### src/design/ext_bus_map.svh
// Constants for the external bus and system pin block
`ifndef EXT_BUS_MAP_SVH
`define EXT_BUS_MAP_SVH
`define ADDR_W 24
`define DATA_W 16
`define AREA_HI 23
`define AREA_LO 21
`define AREA_N 8
`define MODE_TOP 2
`define MODE_ADDR_W 3
`define ACC_CYCLES 4'h2
`define WAIT_LIMIT 4'hf
`endif

### src/design/ext_bus_pkg.sv
// Types for the external bus and system pin block
package ext_bus_pkg;
  typedef enum logic [2:0] {
    ST_IDLE = 3'b000,
    ST_ADDR = 3'b001,
    ST_DATA = 3'b010,
    ST_DONE = 3'b011,
    ST_RELEASED = 3'b100
  } bus_state_e;
  typedef enum logic [2:0] {
    MODE_NONE = 3'b000,
    MODE_4 = 3'b100,
    MODE_5 = 3'b101,
    MODE_6 = 3'b110,
    MODE_7 = 3'b111
  } op_mode_e;
endpackage

### src/design/area_cfg_mem.sv
// Small per-area configuration memory: 3-state access flag per area
`timescale 1ns/1ps
`include "ext_bus_map.svh"
module area_cfg_mem (
  input wire logic i_clk,
  input wire logic i_rst,
  input wire logic i_we,
  input wire logic [`MODE_ADDR_W-1:0] i_waddr,
  input wire logic i_wdata,
  input wire logic [`MODE_ADDR_W-1:0] i_raddr,
  output logic o_rdata
);
  logic [`AREA_N-1:0] mem_r;
  logic [`AREA_N-1:0] mem_nxt;
  logic rdata_r;
  logic rdata_nxt;

  always_comb begin
    mem_nxt = mem_r;
    if (i_we) begin
      mem_nxt[i_waddr] = i_wdata;
    end
    rdata_nxt = mem_r[i_raddr];
  end

  always_ff @(posedge i_clk or posedge i_rst) begin
    if (i_rst) begin
      mem_r <= '0;
      rdata_r <= 1'b0;
    end else begin
      mem_r <= mem_nxt;
      rdata_r <= rdata_nxt;
    end
  end

  assign o_rdata = rdata_r;
endmodule

### src/design/ext_bus_pins.sv
// External bus, arbitration and system control pin logic
`timescale 1ns/1ps
`include "ext_bus_map.svh"
module ext_bus_pins
  import ext_bus_pkg::*;
(
  input wire logic i_clk,
  input wire logic i_rst,
  input wire logic [2:0] i_mode_select_pins,
  input wire logic i_chip_init_n,
  input wire logic i_hw_standby_n,
  input wire logic i_ext_bus_req_n,
  input wire logic i_flash_program_enable,
  input wire logic i_nmi_n,
  input wire logic [7:0] i_maskable_int_lines_n,
  input wire logic i_wait_n,
  input wire logic i_req,
  input wire logic i_req_write,
  input wire logic i_req_flash,
  input wire logic [`ADDR_W-1:0] i_req_addr,
  input wire logic [`DATA_W-1:0] i_req_wdata,
  input wire logic [1:0] i_req_be,
  input wire logic i_cfg_we,
  input wire logic [2:0] i_cfg_area,
  input wire logic i_cfg_three_state,
  input wire logic [`DATA_W-1:0] i_data_in,
  output logic o_req_ready,
  output logic o_done,
  output logic o_flash_reject,
  output logic [`DATA_W-1:0] o_rdata,
  output logic [2:0] o_mode,
  output logic o_mode_valid,
  output logic o_in_reset,
  output logic o_standby,
  output logic o_nmi_req,
  output logic [7:0] o_irq_req,
  output logic o_bus_ack_n,
  output logic o_internal_master_req_out_n,
  output logic [`ADDR_W-1:0] o_addr,
  output logic o_addr_oe,
  output logic [`DATA_W-1:0] o_data_out,
  output logic o_data_oe,
  output logic [`AREA_N-1:0] o_area_select_n,
  output logic o_addr_strobe_n,
  output logic o_read_n,
  output logic o_upper_byte_write_n,
  output logic o_lower_byte_write_n,
  output logic o_ctrl_oe
);
  function automatic logic [`AREA_N-1:0] area_dec(input logic [`ADDR_W-1:0] a);
    area_dec = ~(`AREA_N'(1) << a[`AREA_HI:`AREA_LO]);
  endfunction

  bus_state_e state_r, state_nxt;
  logic [`ADDR_W-1:0] addr_r, addr_nxt;
  logic [`DATA_W-1:0] wdata_r, wdata_nxt;
  logic [`DATA_W-1:0] rdata_r, rdata_nxt;
  logic [1:0] be_r, be_nxt;
  logic write_r, write_nxt;
  logic [3:0] cnt_r, cnt_nxt;
  logic [3:0] wcnt_r, wcnt_nxt;
  logic done_r, done_nxt;
  logic rej_r, rej_nxt;
  logic [2:0] mode_r, mode_nxt;
  logic mode_valid_r, mode_valid_nxt;
  logic nmi_r, nmi_nxt;
  logic [7:0] irq_r, irq_nxt;
  logic hold_rst;
  logic hw_standby_n;
  logic area_3s;

  assign hold_rst = ~i_chip_init_n;
  assign hw_standby_n = ~i_hw_standby_n;

  area_cfg_mem u_cfg (
    .i_clk(i_clk),
    .i_rst(i_rst),
    .i_we(i_cfg_we),
    .i_waddr(i_cfg_area),
    .i_wdata(i_cfg_three_state),
    .i_raddr(addr_r[`AREA_HI:`AREA_LO]),
    .o_rdata(area_3s)
  );

  always_comb begin
    state_nxt = state_r;
    addr_nxt = addr_r;
    wdata_nxt = wdata_r;
    rdata_nxt = rdata_r;
    be_nxt = be_r;
    write_nxt = write_r;
    cnt_nxt = cnt_r;
    wcnt_nxt = wcnt_r;
    done_nxt = 1'b0;
    rej_nxt = 1'b0;
    // Mode pins are static, so sampling each cycle is safe
    mode_nxt = i_mode_select_pins;
    mode_valid_nxt = i_mode_select_pins[`MODE_TOP];
    nmi_nxt = ~i_nmi_n;
    irq_nxt = ~i_maskable_int_lines_n;
    unique case (state_r)
      ST_IDLE: begin
        if (!i_ext_bus_req_n) begin
          state_nxt = ST_RELEASED;
        end else if (i_req && i_req_write && i_req_flash && !i_flash_program_enable) begin
          rej_nxt = 1'b1;
          done_nxt = 1'b1;
        end else if (i_req) begin
          addr_nxt = i_req_addr;
          wdata_nxt = i_req_wdata;
          be_nxt = i_req_be;
          write_nxt = i_req_write;
          state_nxt = ST_ADDR;
        end
      end
      ST_ADDR: begin
        cnt_nxt = `ACC_CYCLES;
        wcnt_nxt = '0;
        state_nxt = ST_DATA;
      end
      ST_DATA: begin
        if (cnt_r != 4'h0) begin
          cnt_nxt = cnt_r - 4'h1;
        end else if (!i_wait_n && area_3s && wcnt_r != `WAIT_LIMIT) begin
          wcnt_nxt = wcnt_r + 4'h1;
        end else begin
          if (!write_r) begin
            rdata_nxt = i_data_in;
          end
          state_nxt = ST_DONE;
        end
      end
      ST_DONE: begin
        done_nxt = 1'b1;
        state_nxt = ST_IDLE;
      end
      ST_RELEASED: begin
        if (i_ext_bus_req_n) begin
          state_nxt = ST_IDLE;
        end
      end
      default: begin
        state_nxt = ST_IDLE;
      end
    endcase
  end

  always_ff @(posedge i_clk or posedge i_rst) begin
    if (i_rst) begin
      state_r <= ST_IDLE;
      addr_r <= '0;
      wdata_r <= '0;
      rdata_r <= '0;
      be_r <= 2'h0;
      write_r <= 1'b0;
      cnt_r <= 4'h0;
      wcnt_r <= 4'h0;
      done_r <= 1'b0;
      rej_r <= 1'b0;
      mode_r <= 3'h0;
      mode_valid_r <= 1'b0;
      nmi_r <= 1'b0;
      irq_r <= 8'h00;
    end else if (hold_rst || hw_standby_n) begin
      state_r <= ST_IDLE;
      done_r <= 1'b0;
      rej_r <= 1'b0;
      mode_r <= mode_nxt;
      mode_valid_r <= mode_valid_nxt;
      nmi_r <= 1'b0;
      irq_r <= 8'h00;
    end else begin
      state_r <= state_nxt;
      addr_r <= addr_nxt;
      wdata_r <= wdata_nxt;
      rdata_r <= rdata_nxt;
      be_r <= be_nxt;
      write_r <= write_nxt;
      cnt_r <= cnt_nxt;
      wcnt_r <= wcnt_nxt;
      done_r <= done_nxt;
      rej_r <= rej_nxt;
      mode_r <= mode_nxt;
      mode_valid_r <= mode_valid_nxt;
      nmi_r <= nmi_nxt;
      irq_r <= irq_nxt;
    end
  end

  logic active;
  logic released;
  assign active = (state_r == ST_DATA);
  assign released = (state_r == ST_RELEASED);

  assign o_req_ready = (state_r == ST_IDLE) && i_ext_bus_req_n && !hold_rst && !hw_standby_n;
  assign o_done = done_r;
  assign o_flash_reject = rej_r;
  assign o_rdata = rdata_r;
  assign o_mode = mode_valid_r ? mode_r : 3'h0;
  assign o_mode_valid = mode_valid_r;
  assign o_in_reset = hold_rst;
  assign o_standby = hw_standby_n;
  assign o_nmi_req = nmi_r;
  assign o_irq_req = irq_r;
  assign o_bus_ack_n = ~released;
  assign o_internal_master_req_out_n = ~(released && i_req);
  assign o_addr = addr_r;
  assign o_addr_oe = ~released && ~hw_standby_n;
  assign o_ctrl_oe = ~released && ~hw_standby_n;
  assign o_data_out = wdata_r;
  assign o_data_oe = active && write_r;
  assign o_area_select_n = active ? area_dec(addr_r) : {`AREA_N{1'b1}};
  assign o_addr_strobe_n = ~active;
  assign o_read_n = ~(active && !write_r);
  assign o_upper_byte_write_n = ~(active && write_r && be_r[1]);
  assign o_lower_byte_write_n = ~(active && write_r && be_r[0]);
endmodule

### config.mk
export PLATFORM = sky130hd
export DESIGN_NAME = ext_bus_pins
export DESIGN_NICKNAME = d
export VERILOG_FILES = /design/src/design/ext_bus_pkg.sv /design/src/design/area_cfg_mem.sv /design/src/design/ext_bus_pins.sv
export VERILOG_INCLUDE_DIRS = /design/src /design/src/design
export SDC_FILE = /design/constraint.sdc
export NUM_CORES = 1
export LEC_CHECK = 0
export BUFFER_PORTS_ARGS = -buffer_cell sky130_fd_sc_hd__buf_2
export CAP_MARGIN = 20
export CORE_ASPECT_RATIO = 1.1
export CORE_MARGIN = 2
export CORE_UTILIZATION = 39
export CTS_CLUSTER_SIZE = 16
export DETAILED_ROUTE_END_ITERATION = 6
export GPL_ROUTABILITY_DRIVEN = 0
export GPL_TIMING_DRIVEN = 1
export PLACE_DENSITY = 0.7
export SKIP_CTS_REPAIR_TIMING = 1
export SLEW_MARGIN = 5
export SYNTH_ARGS = -nofsm -noshare
export SYNTH_HDL_FRONTEND = slang
export SYNTH_HIERARCHICAL = 1
export SYNTH_SLANG_ARGS = --single-unit
### constraint.sdc
create_clock -name i_clk -period 5.9 [get_ports i_clk]
set_input_delay 0.295 -clock i_clk [delete_from_list [all_inputs] [get_ports i_clk]]
set_output_delay 0.295 -clock i_clk [all_outputs]
set_load 0.05 [all_outputs]
==> Word level (Yosys, flattened, before mapping) <==
Index checks and enable logic that the tools add are counted.
{ "classes": {"shift": 1, "eq_ne": 13, "mux": 28, "add_sub_neg": 2, "magnitude_cmp": 3, "reduce_logical": 27, "n_bitwise": 16} }
{ "ops": {"columns": ["operator", "count"], "rows": [
  ["$mux W3", 8],
  ["$mux W8", 2],
  ["$not A8 Y8", 2],
  ["$pmux W4 S2", 2],
  ["$logic_and A1 B1 Y1", 15],
  ["$reduce_and A5 Y1", 3],
  ["$not A1 Y1", 14],
  ["$mux W4", 3],
  ["$ne A4 B4 Y1 const B", 3],
  ["$pmux W3 S4", 1],
  ["$ne A3 B2 Y1 const B", 3],
  ["$bwmux W8", 1],
  ["$lt A3 B4 Y1 const B", 2],
  ["$mux W1", 8],
  ["$shl A1 B3 Y8 const A", 1],
  ["$eq A3 B2 Y1 const B", 2],
  ["$add A4 B1 Y4 const B", 1],
  ["$ne A2 B1 Y1 const B", 2],
  ["$reduce_and A4 Y1", 1],
  ["$reduce_bool A4 Y1", 1],
  ["$sub A4 B1 Y4 const B", 1],
  ["$bmux W1 S3", 1],
  ["$demux W1 S3", 1],
  ["$eq A3 B1 Y1 const B", 1],
  ["9 further kinds", 11]
]} }
{ "totals": {"wordCells": 106, "ff_bits": 94, "output_inout_bits": 91, "input_bits": 85} }

==> Logic depth before layout (Yosys ltp) <==
Gate-level depths: netlist of run 1.
{ "depth": {"ltp_word": 7, "ltp_mapped": 7, "depth_no_buf": 6} }

==> Modules after synthesis <==
The synthesis of run 1 kept the hierarchy.
{ "by_module_without_submodules": {"columns": ["module", "instances", "cells_each", "seq_area_each_um2", "area_each_um2"], "rows": [
  ["ext_bus_pins", 1, 255, 2102.0, 3661.0],
  ["area_cfg_mem", 1, 29, 225.2, 461.7]
]} }

==> Worst setup path before layout of run 1 <==
No wires, ideal clock.
{ "synth_path": {"kind": "reg-to-output", "from": "register state_r[0]", "to": "output o_ctrl_oe", "arrival_time_ps": 1976, "stages_incl_launch_ff": 5, "setup_slack_ps": 3629, "n_path_buf": 2, "required_ps": 5605, "cell_sequence": "dfrtp_1 clkbuf_1 nor2_1 a21oi_1 buf_4"} }
{ "synth_between": {"elab_chain_len": 3} }
{ "synth_rtl": {"columns": ["element", "line_no", "source"], "rows": [
  ["from (decl)", "ext_bus_pins.sv:54", "bus_state_e state_r, state_nxt;"],
  ["from (signal assigned)", "ext_bus_pins.sv:173", "state_r <= state_nxt;"],
  ["$eq A3 B3 Y1", "ext_bus_pins.sv:193", "assign released = (state_r == ST_RELEASED);"],
  ["$not A1 Y1", null, null],
  ["$logic_and A1 B1 Y1", null, null],
  ["to (decl)", "ext_bus_pins.sv:48", "output logic o_ctrl_oe"]
]} }
Every way passes these cells.

==> qor.yml, run 1 <==
coreArea_sq_um: 10340
powerDensity_nw_per_um2: 380.5
final.min_clock_period_ps: 2597
hold-path-cell-count: 1
r2r_end: "o_rdata[4]"
p_switching_uw: 711.6
hold_violations: 0
clkPwrFrac: 0.317
endpoint_kind: "flop"
h-tree-depth: 3
reg2reg_from: "cnt_r[0]"
setup_viol_count_final: 0
postLayoutCellArea_sq_um: 5482
grt_overflow: 0
yosys.area_share.simple: 0.1138
yosysWarnings: 6
reg2reg_depth: 6
grt_pass1_vias: 3067
synthXorXnorAreaFrac: 0
async_reset_ff_frac: 1.000
synth.area.mux_share: 0.2480
drc_errors: 0
hold_end: "mode_r[2]"
synth-adder-area-share: 0.006070
synth_compound_area_frac: 0.03369
hold_path_startpoint: "i_mode_select_pins[2]"
slew_viol_final: 0
insertedDiodeCount: 0
num-fill-cells: 930
initial_core_util: 0.3985
antenna_found_initial: 0
status: "completed"
final_common_cell: "buf_2"
hold_path.class: "primary input to flop"
die_x_um: 102.0
tightest_slew_ps: 1019
leakage_nw: 2.756
clock-sinks: 93
required_ps: 6110
synth_edf_count: 0
switching_share: 0.3411
cts_tree: "done"
r2r_slack_ps: 3300
crit_fanout: 16
clk_latency_ps: 340
drt-pass1-iter-count: 4
syn_to_final_growth_pct: 32.96
dp_cells: 594
drt-total-wl_um: 9290
arrival_ps: 2810
drive_above_1_share: 0.5842
viasPerCell: 4.835
clk_pin_slew_ps: 70
numCtsBuffers: 9
ys.flop_type: "dfrtp_1"
slew-limit-headroom: 0.3199
cts_buffer_depth: 2
yosysSeqAreaShare: 0.5645
io_buffers: 175
grt_pass1_wl_um: 14900
track_usage: 0.1659
die_h_um: 111.8
path_class: "flop to flop"
finalCritPeriodShare: 0.4402
finalSetupTns_ps: 0
synth_top_family_by_area: "multiplexers"
final_cell_mix: "175 x buf_2, 93 x dfrtp_1, 49 x mux2_4"
layoutNonFillerInstCount: 612
sequentialPowerShare: 0.388
startpoint_type: "flop"
pin_count: 176
post_dp_cell_area_sq_um: 5096
grt_max_degree: 85
dieArea_sq_um: 11410
cap_violations: 0
rows: 39
power_mw: 2.086
ys_seq_elements: 93
ys_types: 46
rsz0062_at_grt: "false"
drt-initial-drc-count: 116
peakVddDrop_v: 0.0001813
antenna_left: 0
syn_avg_cell_area_sq_um: 14.52
finClkSkew_ps: 5.661
avgRoutedWirePerCell_um: 15.18
syn-num-nets: 371
clockRootBuffer: "clkbuf_16"
synth_cells: 284
hpwl_um: 6776
fmax_mhz: 385.1
p_int_mw: 1.374
vias: 2959
final_nets: 551
pwr-share-comb: 0.295
syn_area_sq_um: 4123
## cells by family (layout without fill, tap and decap cells)
family	Yosys count	after routing
buffers and inverters	21	206
AND/OR/NAND/NOR	75	75
flip-flops	93	93
multiplexers	72	72
adder cells (fa/ha/maj)	2	2
AO/OA/AOI/OAI	21	21
## final cells by class
cell class | instances | area, sq um | share of cell area
clock buffer | 9 | 225.2 | 0.04109
clock inverter | 7 | 122.6 | 0.02237
inverter | 11 | 42.54 | 0.007761
multi-input combinational | 170 | 1657 | 0.3022
sequential | 93 | 2327 | 0.4246
tap | 143 | 178.9 | 0.03264
timing repair buffer | 179 | 928.4 | 0.1694
## critical path: stages, from the launching register on
cell and delay [ps]:
dfrtp_1 390, inv_1 100, ha_1 200, nor3b_2 330, nand3_1 170, nor3b_4 850
mux2_2 430
## Yosys cell counts, types with 2 or more instances
library cell | n | area (sq um)
o21ai_0 | 5 | 25.02
buf_6 | 5 | 56.30
mux2_2 | 19 | 214.0
a31oi_1 | 2 | 12.51
buf_4 | 2 | 15.01
mux4_1 | 2 | 52.55
nor3b_4 | 2 | 37.54
nor2_1 | 16 | 60.06
dfrtp_1 | 93 | 2327
mux2_4 | 49 | 735.7
nand3_1 | 9 | 45.04
nand4_1 | 2 | 12.51
nand3b_1 | 3 | 22.52
or3_1 | 2 | 12.51
o311ai_0 | 2 | 17.52
mux2i_1 | 2 | 20.02
nand2b_1 | 2 | 12.51
nor4_1 | 3 | 18.77
inv_1 | 11 | 41.29
and4bb_2 | 3 | 37.54
and2_1 | 4 | 25.02
clkbuf_1 | 2 | 7.510
nand2_1 | 12 | 45.04
ha_1 | 2 | 25.02
a21oi_1 | 4 | 20.02
nand4b_1 | 3 | 26.28
nor2b_1 | 4 | 25.02
## power by group through the flow
stage / sequential, mW / combinational [mW] / clock, mW
after global routing: 0.822 / 0.649 / 0.706
final: 0.809 / 0.616 / 0.661
after CTS: 0.809 / 0.619 / 0.678
after detailed placement: 0.820 / 0.615 / 0
after global placement: 0.817 / 0.607 / 0
after floorplan: 1.08 / 0.201 / 0
## stage by stage
stage | util | hold WS [ps] | setup slack, ps
5_1_grt | 0.5299 | 53.10 | 3060
3_5_place_dp | 0.4926 | 304.1 | 3288
2_1_floorplan | - | 122.9 | 3440
3_3_place_gp | 0.4926 | 289.2 | 3357
4_1_cts | 0.5262 | -62.94 | 3270
6_report | 0.5299 | 64.74 | 3303
## sequential cells by signal, indices dropped and copies added, names as in the netlist
signal / cells
be_r: 2
cnt_r: 4
mode_r: 3
o_addr: 24
o_data_out: 16
o_done: 1
o_flash_reject: 1
o_irq_req: 8
o_nmi_req: 1
o_rdata: 16
state_r: 3
u_cfg/mem_r: 8
u_cfg/o_rdata: 1
wcnt_r: 4
write_r: 1
## worst max path at each step
| stage | endpoint | start | cells past startpoint | slack, ps |
|---|---|---|---|---|
| after floorplan | be_r[0] | i_rst | 1 | 3440 |
| after global placement | o_addr[20] | state_r[0] | 5 | 3360 |
| after detailed placement | o_rdata[4] | cnt_r[0] | 6 | 3290 |
| after CTS | o_rdata[4] | cnt_r[0] | 6 | 3270 |
| after global routing | o_rdata[4] | cnt_r[0] | 6 | 3060 |
| final | o_rdata[4] | cnt_r[0] | 6 | 3300 |
## metal layers
layer | track usage | up-vias | share of wire
li1 | - | 1377 | -
met1 | 0.2026 | 1448 | 0.41
met2 | 0.2772 | 118 | 0.50
met3 | 0.04771 | 16 | 0.070
met4 | 0.05956 | 0 | 0.017
met5 | 0 | - | 0
(Power assumes the default switching activity.)
==> inputs of run 2 (changes only) <==
--- a/config.mk
+++ b/config.mk
@@ -6,6 +6,7 @@
 export SDC_FILE = /design/constraint.sdc
 export NUM_CORES = 1
 export LEC_CHECK = 0
+export ABC_AREA = 1
 export BUFFER_PORTS_ARGS = -buffer_cell sky130_fd_sc_hd__buf_2
 export CAP_MARGIN = 20
 export CORE_ASPECT_RATIO = 1.1
@@ -15,7 +16,7 @@
 export DETAILED_ROUTE_END_ITERATION = 6
 export GPL_ROUTABILITY_DRIVEN = 0
 export GPL_TIMING_DRIVEN = 1
-export PLACE_DENSITY = 0.7
+export PLACE_DENSITY = 0.73
 export SKIP_CTS_REPAIR_TIMING = 1
 export SLEW_MARGIN = 5
 export SYNTH_ARGS = -nofsm -noshare
==> constraint.sdc (replaced) <==
create_clock -name i_clk -period 2.1 [get_ports i_clk]
set_input_delay 0.105 -clock i_clk [delete_from_list [all_inputs] [get_ports i_clk]]
set_output_delay 0.105 -clock i_clk [all_outputs]
set_load 0.05 [all_outputs]
==> run 2 against run 1 <==
The flow now finishes with violations (hold timing). Combinational power rose to 2.8 times the previous value. Total power rose to 2.7 times the previous value. Flip-flop and latch count did not move. Register-to-register slack got worse by 2900 ps. Sequential share of layout area fell by 1.5 points. Count of clock-buffer cells in the layout rose by 1. Critical path depth fell by 1. Non-clock buffer count rose by 32. Clock power rose to 2.5 times the previous value. Clock skew rose by 3.0 ps. Utilization rose by 2.2 points. Critical path type is now flop to primary output. Largest cell class unchanged. Largest power group unchanged.
==> qor.yml, run 2 <==
status: "finished, violations left"
violations: "hold timing"
hold_path.class: "primary input to flop"
ys.flop_type: "dfrtp_1"
numCtsBuffers: 9  # unchanged
synth_edf_count: 0  # unchanged
final.min_clock_period_ps: 1874
synthTopCellsByArea: "dfrtp_1 57%, nand2_1 13%, inv_1 7.9%"
clock-sinks: 93  # unchanged
syn_avg_cell_area_sq_um: 8.472  # -42%
path_class: "flop to primary output"
yosys.area.top_type_share: 0.5723  # +0.007816
hpwl_um: 7182  # +6.0%
setup_viol_count_final: 0  # unchanged
die_h_um: 111.1  # -0.66%
drt-pass1-iter-count: 4  # unchanged
rsz0062_at_grt: "false"
slew_viol_final: 0  # unchanged
antenna_left: 0  # unchanged
regArea_sq_um: 2327  # unchanged
avgRoutedWirePerCell_um: 11.88  # -22%
h-tree-depth: 3  # unchanged
grt_max_degree: 57  # -33%
yosysWarnings: 6  # unchanged
viasPerCell: 4.496  # -7.0%
peakVddDrop_v: 0.0005983  # +230%
slew-limit-headroom: 0.4353  # +0.1154
grt-busiest-layer: "met2"
dieArea_sq_um: 11260  # -1.3%
largest_register_ffs: 24  # unchanged
drc_errors: 0  # unchanged
tightest_slew_ps: 845.3  # -173.7 ps
clockRootBuffer: "clkbuf_16"
die_x_um: 101.4  # -0.66%
clk_latency_ps: 340  # about the same
ys_types: 25  # -46%
grtUsageMet3: 0.04729  # -0.0004199
finalSetupTns_ps: 0  # unchanged
drt-total-wl_um: 9892  # +6.5%
power_mw: 5.667  # +170%
fmax_mhz: 533.7
startpoint_type: "flop"
dp_cells: 787  # +32%
ys_seq_elements: 93  # unchanged
syn-num-nets: 567  # +53%
endpoint_kind: "primary output"
final_common_cell: "buf_2"
hold_violations: 14  # +14
drt-initial-drc-count: 150  # +29%
coreArea_sq_um: 10300  # -0.47%
final_cell_mix: "175 x buf_2, 146 x nand2_1, 93 x dfrtp_1"
num-fill-cells: 975  # +4.8%
rows: 39  # unchanged
antenna_found_initial: 0  # unchanged
syn_to_final_growth_pct: 39.63
yosysMostFrequentCell: "nand2_1"
final_nets: 772  # +40%
syn_area_sq_um: 4066  # -1.4%
cts_buffer_depth: 2  # unchanged
io_buffers: 175  # unchanged
crit_fanout: 11  # -5
track_usage: 0.1794  # +0.01354
required_ps: 2000  # -4110 ps
initial_core_util: 0.3949  # -0.003580
synth_top_cell_by_area: "dfrtp_1"
powerDensity_nw_per_um2: 998.1  # +160%
insertedDiodeCount: 0  # unchanged
leakage_nw: 3.305  # +20%
grtUsageMet2: 0.3060  # +0.02877
layoutNonFillerInstCount: 833  # +36%
finClkSkew_ps: 8.631  # +2.970 ps
grt_pass1_wl_um: 16280  # +9.3%
grt_overflow: 0  # unchanged
cap_violations: 0  # unchanged
ys_top_cells_by_count: "146 x nand2_1, 93 x dfrtp_1, 86 x inv_1"
clk_pin_slew_ps: 70  # about the same
drive_above_1_share: 0.3174  # -0.2668
pin_count: 176  # unchanged
async_reset_ff_frac: 1.000  # unchanged
grt_pass1_vias: 3746  # +22%
arrival_ps: 1770  # -1040 ps
multi_input_area_sq_um: 1291  # -22%
cts_tree: "done"
vias: 3745  # +27%
synth_cells: 480  # +69%
finalCritPeriodShare: 0.8923
grtUsageMet1: 0.2086  # +0.005996
yosysSeqAreaShare: 0.5723  # +0.007816
hold-worst-slack_ps: -9.014  # -73.75 ps
[run 2: power by group]
| group | switching, mW | total, mW | internal [mW] |
|---|---|---|---|
| combinational | 1.30 | 1.75 | 0.453 |
| clock | 0.711 | 1.67 | 0.961 |
| sequential | 0.171 | 2.24 | 2.07 |
| total | 2.18 | 5.67 | 3.49 |
[run 2: worst paths after layout]
check / startpoint / to / slack, ps / cells after the start
max: state_r[2] / o_area_select_n[5] / 230 / 5
min: i_data_in[1] / o_rdata[1] / -9 / 3
max reg2reg: wcnt_r[0] / o_rdata[3] / 390 / 7
min reg2reg: o_rdata[9] / o_rdata[9] / 470 / 2
max in group asynchronous: i_rst / o_rdata[1] / 950 / 4
min in group asynchronous: i_rst / u_cfg/mem_r[5] / 300 / 3
[run 2: kinds of logic after synthesis]
family          Yosys count  synth area share
simple gates            217            0.2265
buf+inv                 106            0.1123
flops                    93            0.5723
compound gates           59           0.07631
xor+xnor                  3          0.006463
fa+ha+maj                 2          0.006153
[run 2: worst max-delay path, cell delays in order (launching register included)]
cell,delay (ps)
dfrtp_1,410
inv_1,130
nand3_2,270
nor2_1,310
nand2_1,80
buf_2,220
[run 2: stage by stage]
stage | hold slack, ps | util | worst slack, ps | instance area, sq um
2_1_floorplan | -67.08 | - | 198.7 | 4073
3_3_place_gp | 117.5 | 0.4917 | 273.4 | 5062
3_5_place_dp | 120.4 | 0.4917 | 150.0 | 5062
4_1_cts | -251.6 | 0.5217 | -34.61 | 5371
5_1_grt | -3.673 | 0.5515 | 81.81 | 5678
6_report | -9.014 | 0.5515 | 226.2 | 5678
[run 2: cell type report]
| cell class | count | area share |
|---|---|---|
| multi-input combinational | 281 | 0.2274 |
| sequential | 93 | 0.4099 |
| clock inverter | 6 | 0.01234 |
| timing repair buffer | 211 | 0.2173 |
| inverter | 89 | 0.05950 |
| clock buffer | 10 | 0.04209 |
| tap | 143 | 0.03151 |
[run 2: routing by layer]
layer	part of all wire	wire length [um]
met2	0.50	4950
met4	0.023	231
met5	0	0
met1	0.42	4117
met3	0.060	593
